==> src/logic/gpmap_pkg.sv <==
// Purpose: Shared constants for the general purpose pin map block.
// Assumes: One 100 MHz clock, synchronous active-high reset.
// Notes:   Input indices and widths used by the main file; the filter imports them but uses none.
package gpmap_pkg;
	localparam int unsigned GPMAP_NUM_IN        = 16;
	localparam int unsigned GPMAP_ALERT_IDX     = 11;
	localparam int unsigned GPMAP_GFXBUSY_IDX   = 6;
	localparam int unsigned GPMAP_STICKY_LO     = 1;
	localparam int unsigned GPMAP_MIN_ACTIVE_CK = 2;
	localparam int unsigned GPMAP_SYNC_STAGES   = 3;
	localparam logic [15:0] GPMAP_NATIVE_RST    = 16'hFFFF;
	localparam logic [15:0] GPMAP_ZERO16        = 16'h0000;
	localparam logic [1:0]  GPMAP_ROUTE_NONE    = 2'h0;
	localparam logic [1:0]  GPMAP_ROUTE_SMI     = 2'h1;
	localparam logic [1:0]  GPMAP_ROUTE_SCI     = 2'h2;
endpackage : gpmap_pkg

==> src/logic/gpmap_sync.sv <==
// Purpose: Three-stage synchroniser with agreement filter for pin inputs.
// Assumes: Inputs are asynchronous to sys_clk_i.
// Notes:   Output changes only when the second and third stages agree.
`timescale 1ns/1ps
module gpmap_sync
	import gpmap_pkg::*;
#(
	parameter int unsigned WIDTH = 16
) (
	input  wire logic             sys_clk_i,
	input  wire logic             srst_i,
	input  wire logic [WIDTH-1:0] async_i,
	input  wire logic [WIDTH-1:0] rst_val_i,
	output logic      [WIDTH-1:0] sync_o
);
	logic [WIDTH-1:0] stage1;
	logic [WIDTH-1:0] stage2;
	logic [WIDTH-1:0] stage3;
	logic [WIDTH-1:0] agree;
	logic [WIDTH-1:0] next_sync;

	assign agree     = ~(stage2 ^ stage3);
	assign next_sync = (agree & stage3) | (~agree & sync_o);

	always_ff @(posedge sys_clk_i) begin
		if (srst_i) begin
			stage1 <= '0;
			stage2 <= '0;
			stage3 <= '0;
			sync_o <= '0;
		end else begin
			stage1 <= async_i;
			stage2 <= stage1;
			stage3 <= stage2;
			sync_o <= next_sync;
		end
	end
	// rst_val_i is unused by design; reset values are constants.
	logic unused_rst;
	assign unused_rst = ^rst_val_i;
endmodule : gpmap_sync

==> src/logic/gpmap_top.sv <==
// Purpose: General purpose input routing, sticky status, alert events and
//          configuration-dependent pin roles of the I/O hub pin map.
// Assumes: Board pins are asynchronous; config strap and native-select,
//          level and routing settings come from logic on sys_clk_i.
// Notes:   No software registers; settings are plain ports.
// Behaviour
// - In G1 or hung G0, any level change on the alert input raises an event.
// - Input 11 alert event occurs whether pin is general-purpose or native.
// - Mobile configuration: output 21 is active-low deep-sleep transition indicator.
// - Desktop configuration: output 21 is decode inhibit for subtractive decode.
// - Input 6 role follows strap; mobile receives graphics busy from memory hub.
// - After reset every multiplexed pin comes up in its native function.
// - Inputs 0..15 route to management interrupt, control interrupt, or neither.
// - Inputs 1..15 active two clocks set sticky status until cleared.
`timescale 1ns/1ps
module gpmap_top
	import gpmap_pkg::*;
#(
	parameter int unsigned NUM_IN = GPMAP_NUM_IN
) (
	input  wire logic              sys_clk_i,
	input  wire logic              srst_i,
	input  wire logic [NUM_IN-1:0] general_input_i,
	input  wire logic              mobile_cfg_i,
	input  wire logic              heartbeat_mode_i,
	input  wire logic [NUM_IN-1:0] gp_select_i,
	input  wire logic              gp_select_we_i,
	input  wire logic [NUM_IN-1:0] active_high_i,
	input  wire logic [NUM_IN-1:0] route_smi_i,
	input  wire logic [NUM_IN-1:0] route_sci_i,
	input  wire logic [NUM_IN-1:0] sticky_clr_i,
	input  wire logic              deep_sleep_req_i,
	input  wire logic              decode_inhibit_req_i,
	input  wire logic              general_output21_i,
	output logic      [NUM_IN-1:0] native_sel_o,
	output logic      [NUM_IN-1:0] sticky_sts_o,
	output logic                   system_mgmt_interrupt_n_o,
	output logic                   acpi_control_interrupt_o,
	output logic                   alert_event_o,
	output logic                   alert_level_o,
	output logic                   pin21_o,
	output logic                   deep_sleep_transition_n_o,
	output logic                   decode_inhibit_o,
	output logic                   graphics_busy_n_o,
	output logic                   graphics_busy_valid_o
);
	logic [NUM_IN-1:0] in_sync;
	logic [NUM_IN-1:0] prev_sync;
	logic [NUM_IN-1:0] active_now;
	logic [NUM_IN-1:0] active_two;
	logic [NUM_IN-1:0] sticky_mask;
	logic [NUM_IN-1:0] gp_role;
	logic [NUM_IN-1:0] smi_route;
	logic [NUM_IN-1:0] sci_route;
	logic [NUM_IN-1:0] next_sticky;
	logic              alert_change;
	logic              next_pin21;

	// Pin inputs cross into the clock domain here. The path from a pin to
	// in_sync is four edges: three flops, then the agreement filter. Every
	// output below adds one more register. Board logic that pulses a pin for
	// less than about two clocks may therefore see no reaction at all.
	gpmap_sync #(
		.WIDTH     (NUM_IN)
	) u_sync (
		.sys_clk_i (sys_clk_i),
		.srst_i    (srst_i),
		.async_i   (general_input_i),
		.rst_val_i (GPMAP_ZERO16[NUM_IN-1:0]),
		.sync_o    (in_sync)
	);

	// Native select is one per pin; a set bit means native function.
	// The whole word is loaded at once, so a partial update is not possible;
	// the settings logic must present the full role map with the strobe.
	always_ff @(posedge sys_clk_i) begin
		if (srst_i) begin
			native_sel_o <= GPMAP_NATIVE_RST[NUM_IN-1:0];
		end else if (gp_select_we_i) begin
			native_sel_o <= ~gp_select_i;
		end
	end

	// Level compare against the per-pin polarity. It is applied to the
	// current and to the previous synchronised sample alike.
	function automatic logic [NUM_IN-1:0] level_match(
		input logic [NUM_IN-1:0] sample,
		input logic [NUM_IN-1:0] polarity
	);
		return ~(sample ^ polarity);
	endfunction : level_match

	// A pin in its general-purpose role is one whose native select is clear.
	// Interrupt routing only looks at such pins.
	assign gp_role = ~native_sel_o;

	// Current and previous synchronised samples, each matched against the
	// selected active level of its own pin.
	logic [NUM_IN-1:0] prev_active;
	assign active_now  = level_match(in_sync, active_high_i);
	assign prev_active = level_match(prev_sync, active_high_i);

	// Two consecutive synchronised samples at the active level are needed.
	// A shorter pulse may be missed, so board logic must hold a level for
	// at least two clocks after it has crossed the synchroniser.
	assign active_two = active_now & prev_active;

	// Input 0 has no sticky status bit, so its lane is masked off here.
	assign sticky_mask = {{(NUM_IN-GPMAP_STICKY_LO){1'b1}}, {GPMAP_STICKY_LO{1'b0}}};

	// Set wins over clear so an event in the clear cycle is kept. The cost
	// is that a pin held active keeps its bit set through any clear.
	logic [NUM_IN-1:0] sticky_keep;
	logic [NUM_IN-1:0] sticky_set;
	assign sticky_keep = sticky_sts_o & ~sticky_clr_i;
	assign sticky_set  = active_two & sticky_mask;
	assign next_sticky = sticky_keep | sticky_set;

	// SMI takes precedence so a pin never reaches both interrupts.
	// Software that sets both routing bits gets the management interrupt.
	assign smi_route = route_smi_i & gp_role & active_now;
	assign sci_route = route_sci_i & ~route_smi_i & gp_role & active_now;

	// The alert watches the pin regardless of its native or general role,
	// since the heartbeat logic must report transitions in either case.
	logic alert_now;
	logic alert_prev;
	assign alert_now    = in_sync[GPMAP_ALERT_IDX];
	assign alert_prev   = prev_sync[GPMAP_ALERT_IDX];
	assign alert_change = heartbeat_mode_i & (alert_now ^ alert_prev);

	// Output 21 has two native meanings chosen by the platform strap.
	// The strap is expected to be static; a change while the pin is in use
	// is passed through at once and may glitch the external signal.
	logic pin21_mobile;
	logic pin21_desktop;
	assign pin21_mobile  = ~deep_sleep_req_i;
	assign pin21_desktop = decode_inhibit_req_i;
	assign next_pin21    = mobile_cfg_i ? pin21_mobile : pin21_desktop;

	// Status, interrupt and alert registers. The interrupt outputs are
	// levels that follow the routed pins; they are not latched, so a handler
	// reads the sticky status to learn about short events.
	always_ff @(posedge sys_clk_i) begin
		if (srst_i) begin
			prev_sync                 <= '0;
			sticky_sts_o              <= '0;
			system_mgmt_interrupt_n_o <= 1'b1;
			acpi_control_interrupt_o  <= 1'b0;
			alert_event_o             <= 1'b0;
			alert_level_o             <= 1'b0;
		end else begin
			prev_sync                 <= in_sync;
			sticky_sts_o              <= next_sticky;
			system_mgmt_interrupt_n_o <= ~(|smi_route);
			acpi_control_interrupt_o  <= |sci_route;
			alert_event_o             <= alert_change;
			alert_level_o             <= in_sync[GPMAP_ALERT_IDX];
		end
	end

	// Pin 21 is high in reset; after reset it idles high when mobile and low when desktop.
	// The dedicated deep-sleep and decode-inhibit outputs are kept beside the
	// shared pin so that neighbouring logic need not decode the strap again.
	// Graphics busy is passed on in either configuration, but is only
	// qualified as valid in the mobile configuration with its native role.
	always_ff @(posedge sys_clk_i) begin
		if (srst_i) begin
			pin21_o                   <= 1'b1;
			deep_sleep_transition_n_o <= 1'b1;
			decode_inhibit_o          <= 1'b0;
			graphics_busy_n_o         <= 1'b1;
			graphics_busy_valid_o     <= 1'b0;
		end else begin
			pin21_o                   <= native_sel_o[NUM_IN-1] ? next_pin21
			                                                    : general_output21_i;
			deep_sleep_transition_n_o <= mobile_cfg_i ? ~deep_sleep_req_i : 1'b1;
			decode_inhibit_o          <= mobile_cfg_i ? 1'b0 : decode_inhibit_req_i;
			graphics_busy_n_o         <= in_sync[GPMAP_GFXBUSY_IDX];
			graphics_busy_valid_o     <= mobile_cfg_i & native_sel_o[GPMAP_GFXBUSY_IDX];
		end
	end
endmodule : gpmap_top

==> config.mk <==
export PLATFORM = sky130hd
export DESIGN_NAME = gpmap_top
export DESIGN_NICKNAME = d
export VERILOG_FILES = /design/src/logic/gpmap_pkg.sv /design/src/logic/gpmap_sync.sv /design/src/logic/gpmap_top.sv
export SDC_FILE = /design/constraint.sdc
export NUM_CORES = 1
export LEC_CHECK = 0
export BUFFER_PORTS_ARGS = -buffer_cell sky130_fd_sc_hd__clkbuf_2
export CAP_MARGIN = 10
export CORE_UTILIZATION = 46
export CTS_BUF_LIST = sky130_fd_sc_hd__clkbuf_2 sky130_fd_sc_hd__clkbuf_4 sky130_fd_sc_hd__clkbuf_8
export CTS_CLUSTER_DIAMETER = 80
export DETAILED_ROUTE_END_ITERATION = 6
export GPL_TIMING_DRIVEN = 1
export PLACE_DENSITY = 0.75
export SYNTH_ARGS = -nofsm -noshare
export SYNTH_HDL_FRONTEND = slang
export SYNTH_SLANG_ARGS = --single-unit
==> constraint.sdc <==
create_clock -name sys_clk_i -period 1.2 [get_ports sys_clk_i]
set_input_delay 0.24 -clock sys_clk_i [delete_from_list [all_inputs] [get_ports sys_clk_i]]
set_output_delay 0.24 -clock sys_clk_i [all_outputs]
set_load 0.1 [all_outputs]
==> results <==
- The routed wire length per instance is 14.7 um.
- Synthesis produced 432 cells.
- The leading area contributor after synthesis is dfxtp_1.
- The HPWL after detailed placement is 7830 um.
- Leaving out fill and tap cells, the most frequent cell in the layout is clkbuf_2.
- The wire length reported by the detailed router is 11100 um.
- The number of antenna cells inserted is 0.
- Max-cap violations in this run came to 0.
- The utilization after layout is 0.774.
- In this run the tightest slew margin relative to its limit is 0.728.
- The floorplan has 34 rows.
- The final route contains 3802 vias.
- The critical path is of the register to register type.
- The count of unresolved DRC violations after routing is 28.
- Setup slack on the critical path of the routed design comes to -0.184 ns.
- The number of antenna violations at the first check in global routing is 0.
- The sequential-to-total area share from yosys stat is 0.565.
- The number of I/O pins is 145.
- The proportion of netlist area held by the largest area contributor is 0.565.
- The relative area change from synthesis to final layout is 61.7%.
- The total iterations of the first detailed-routing run is 7.
- The worst setup slack before clock tree synthesis is -0.301 ns.
- The total clock buffers created by CTS is 17.
- The synthesized design contains 119 register bits.
- Setup violations remaining at the end of the flow were counted as 15.
- The placeable core region is 8810 sq um.
- The run finished, with violations left.
- The final hold violation count is 0.
- The capture point of the critical path is system_mgmt_interrupt_n_o.
- The yosys synthesis warning count is 0.
- Clock skew on the completed layout was measured at 0.0161 ns.
- The post-route antenna net violation count is 0.
- Along the worst path, the maximum fanout reaches 2.
- Of the cells placed in the final design, the portion with a size suffix greater than 1 is 0.465.
- The combined global-route utilization of all metal layers is 0.238.
- The maximum level of the CTS H-tree is 4.
- The first global-routing pass estimated 17500 um of wire.
- The arrival time of the worst setup path is 1.74 ns.
- The via count of the first global-routing pass was 3658.
- Summed over all cells, the static leakage comes to 0.00291 uW.
- For the worst-skew pair, the clock arrives at the later sink with an insertion delay of 0.42 ns.
- The minimum clock period is 1.38 ns.
- The total number of nets in the final design is 738.
- Dividing total power by cell area gives a power density of 1450 nW/um^2.
- For the pin with the worst max-slew slack, the measured transition is 0.402 ns.
- In this run, the number of DRC markers left after iteration 0 of detailed routing was 150.
- The total global routing overflow is 0.
- The top cell types in the final layout, fill and taps aside, are clkbuf_2, dfxtp_1, nor2b_1, buf_4, buf_12.
- The worst-case clock buffer depth is 2.
- The width of the chip is 97.7 um.
- Sorting the synthesized cells by area gives the leading types as dfxtp_1, nor2b_1, nand2b_1, o21ai_0, xor2_1.
- Setup repair after global routing could not meet its margin everywhere.
- STA classifies the critical path startpoint as a register.
- Data on the critical path is required at its endpoint by 1.55 ns.
- The die area is 9550 sq um.
- The TritonCTS clock tree is yes.
- The final-report max-slew violation count was 0.
- The worst min-delay path category is input pin to register.
- Once layout is done, the placed cells without fillers occupy 6810 sq um.
- The worst flop-to-flop path endpoint is system_mgmt_interrupt_n_o.
- The depth of the most critical reg-to-reg path is 5.
- The clock net in this run drives a total of 119 sinks.
- The category of the worst setup path capture point is a register.
- The setup slack of the most critical reg-to-reg path is -0.18 ns.
- The clock transition at the registers of the reported paths is 0.07 ns.
- The routability-driven placement congestion ratio is 0.903.
- The final reports fail on DRC, setup timing.
- The root buffer cell is clkbuf_8.
- Total power for the finished layout comes to 9850 uW.
- The detail-routed via count per cell is 5.04.
- The number of nets handed over by synthesis was 536.
- After synthesis the cells add up to 4220 sq um.
- The placed instances occupy a cell area of 6040 sq um.
- The die height is 97.7 um.
- A synthesized cell averages 9.76 sq um.
- The achievable clock frequency is 0.723 GHz.
- For this configuration, the core starts out at a cell density of 0.479.
- Entering global routing, the biggest net connects 35 pins.
- IR analysis of the VDD net gives a maximum drop of 1070 uV.
- The number of distinct library cells after synthesis is 29.
- The number of port buffers is 144.
- In the finished design, the share of the clock period the worst path needs comes to 1.15.
## layout make-up
| cell class | instances | area (sq um) |
|---|---|---|
| sequential | 119 | 2490 |
| fill | 580 | 1990 |
| multi-input combinational | 291 | 1890 |
| timing repair buffer | 199 | 1820 |
| clock buffer | 21 | 283 |
| clock inverter | 11 | 170 |
| tap | 108 | 135 |
| inverter | 6 | 22.5 |
## synthesized netlist by cell type, drive strengths merged
cell	number
nand2b	35
or2	1
nand4	1
nor2	8
nand2	32
nor3	3
dfxtp	119
a31oi	21
xnor2	1
a21oi	16
nor2b	63
inv	6
nor4b	10
buf	5
a2111oi	4
nor3b	11
a41oi	1
nand3	16
nand3b	1
nor4	1
or3	15
xor2	16
o21ai	33
and4	1
and3b	1
clkbuf	11
## critical path: stages (launching register included)
cell,delay [ns]
dfxtp_1,0.38
xor2_2,0.22
nor3b_1,0.09
a2111oi_1,0.41
nand4_1,0.14
nand2b_1,0.09
## cell families after synthesis
group	Yosys count	synth area share
buffers and inverters	22	0.0202
AO/OA/AOI/OAI	75	0.102
AND/OR/NAND/NOR	199	0.277
flip-flops	119	0.565
XOR/XNOR	17	0.0353
## metrics by stage
step	std cells	TNS, ns	hold WS [ns]
final	755	-0.718	0.0264
after global routing	755	-2.25	0.00304
after CTS	750	-1.16	0.00333
after detailed placement	706	-0.528	0.400
after global placement	706	-0.473	0.400
after floorplan	432	-0.0755	0.309
## layer usage
metal  track usage  share of wire  vias up
met1         0.267           0.41     1756
met3        0.0712          0.061       26
li1              -              -     1876
met4         0.103          0.027        0
met2         0.421           0.50      144
met5             0              0        -
## what timing repair did
action	4_1_cts	5_1_grt
hold endpoints to repair	2	1
setup buffers	10	4
pin swaps	10	4
hold buffers	2	1
resized for setup	36	8
setup endpoints to repair	43	45
## report_power, final
group          switching (uW)  internal [uW]  total [uW]
registers                 122           4090        4210
logic                     920            685        1610
clock network            1580           2460        4040
## worst min-delay path by stage
stage	end	start	depth (start not counted)
after global placement	sticky_sts_o[0]	sticky_clr_i[0]	2
final	u_sync.stage1[8]	general_input_i[8]	2
after detailed placement	sticky_sts_o[0]	sticky_clr_i[0]	2
after floorplan	sticky_sts_o[0]	sticky_clr_i[0]	1
after global routing	u_sync.stage1[1]	general_input_i[1]	2
after CTS	u_sync.stage1[6]	general_input_i[6]	2
(Power assumes the default switching activity.)
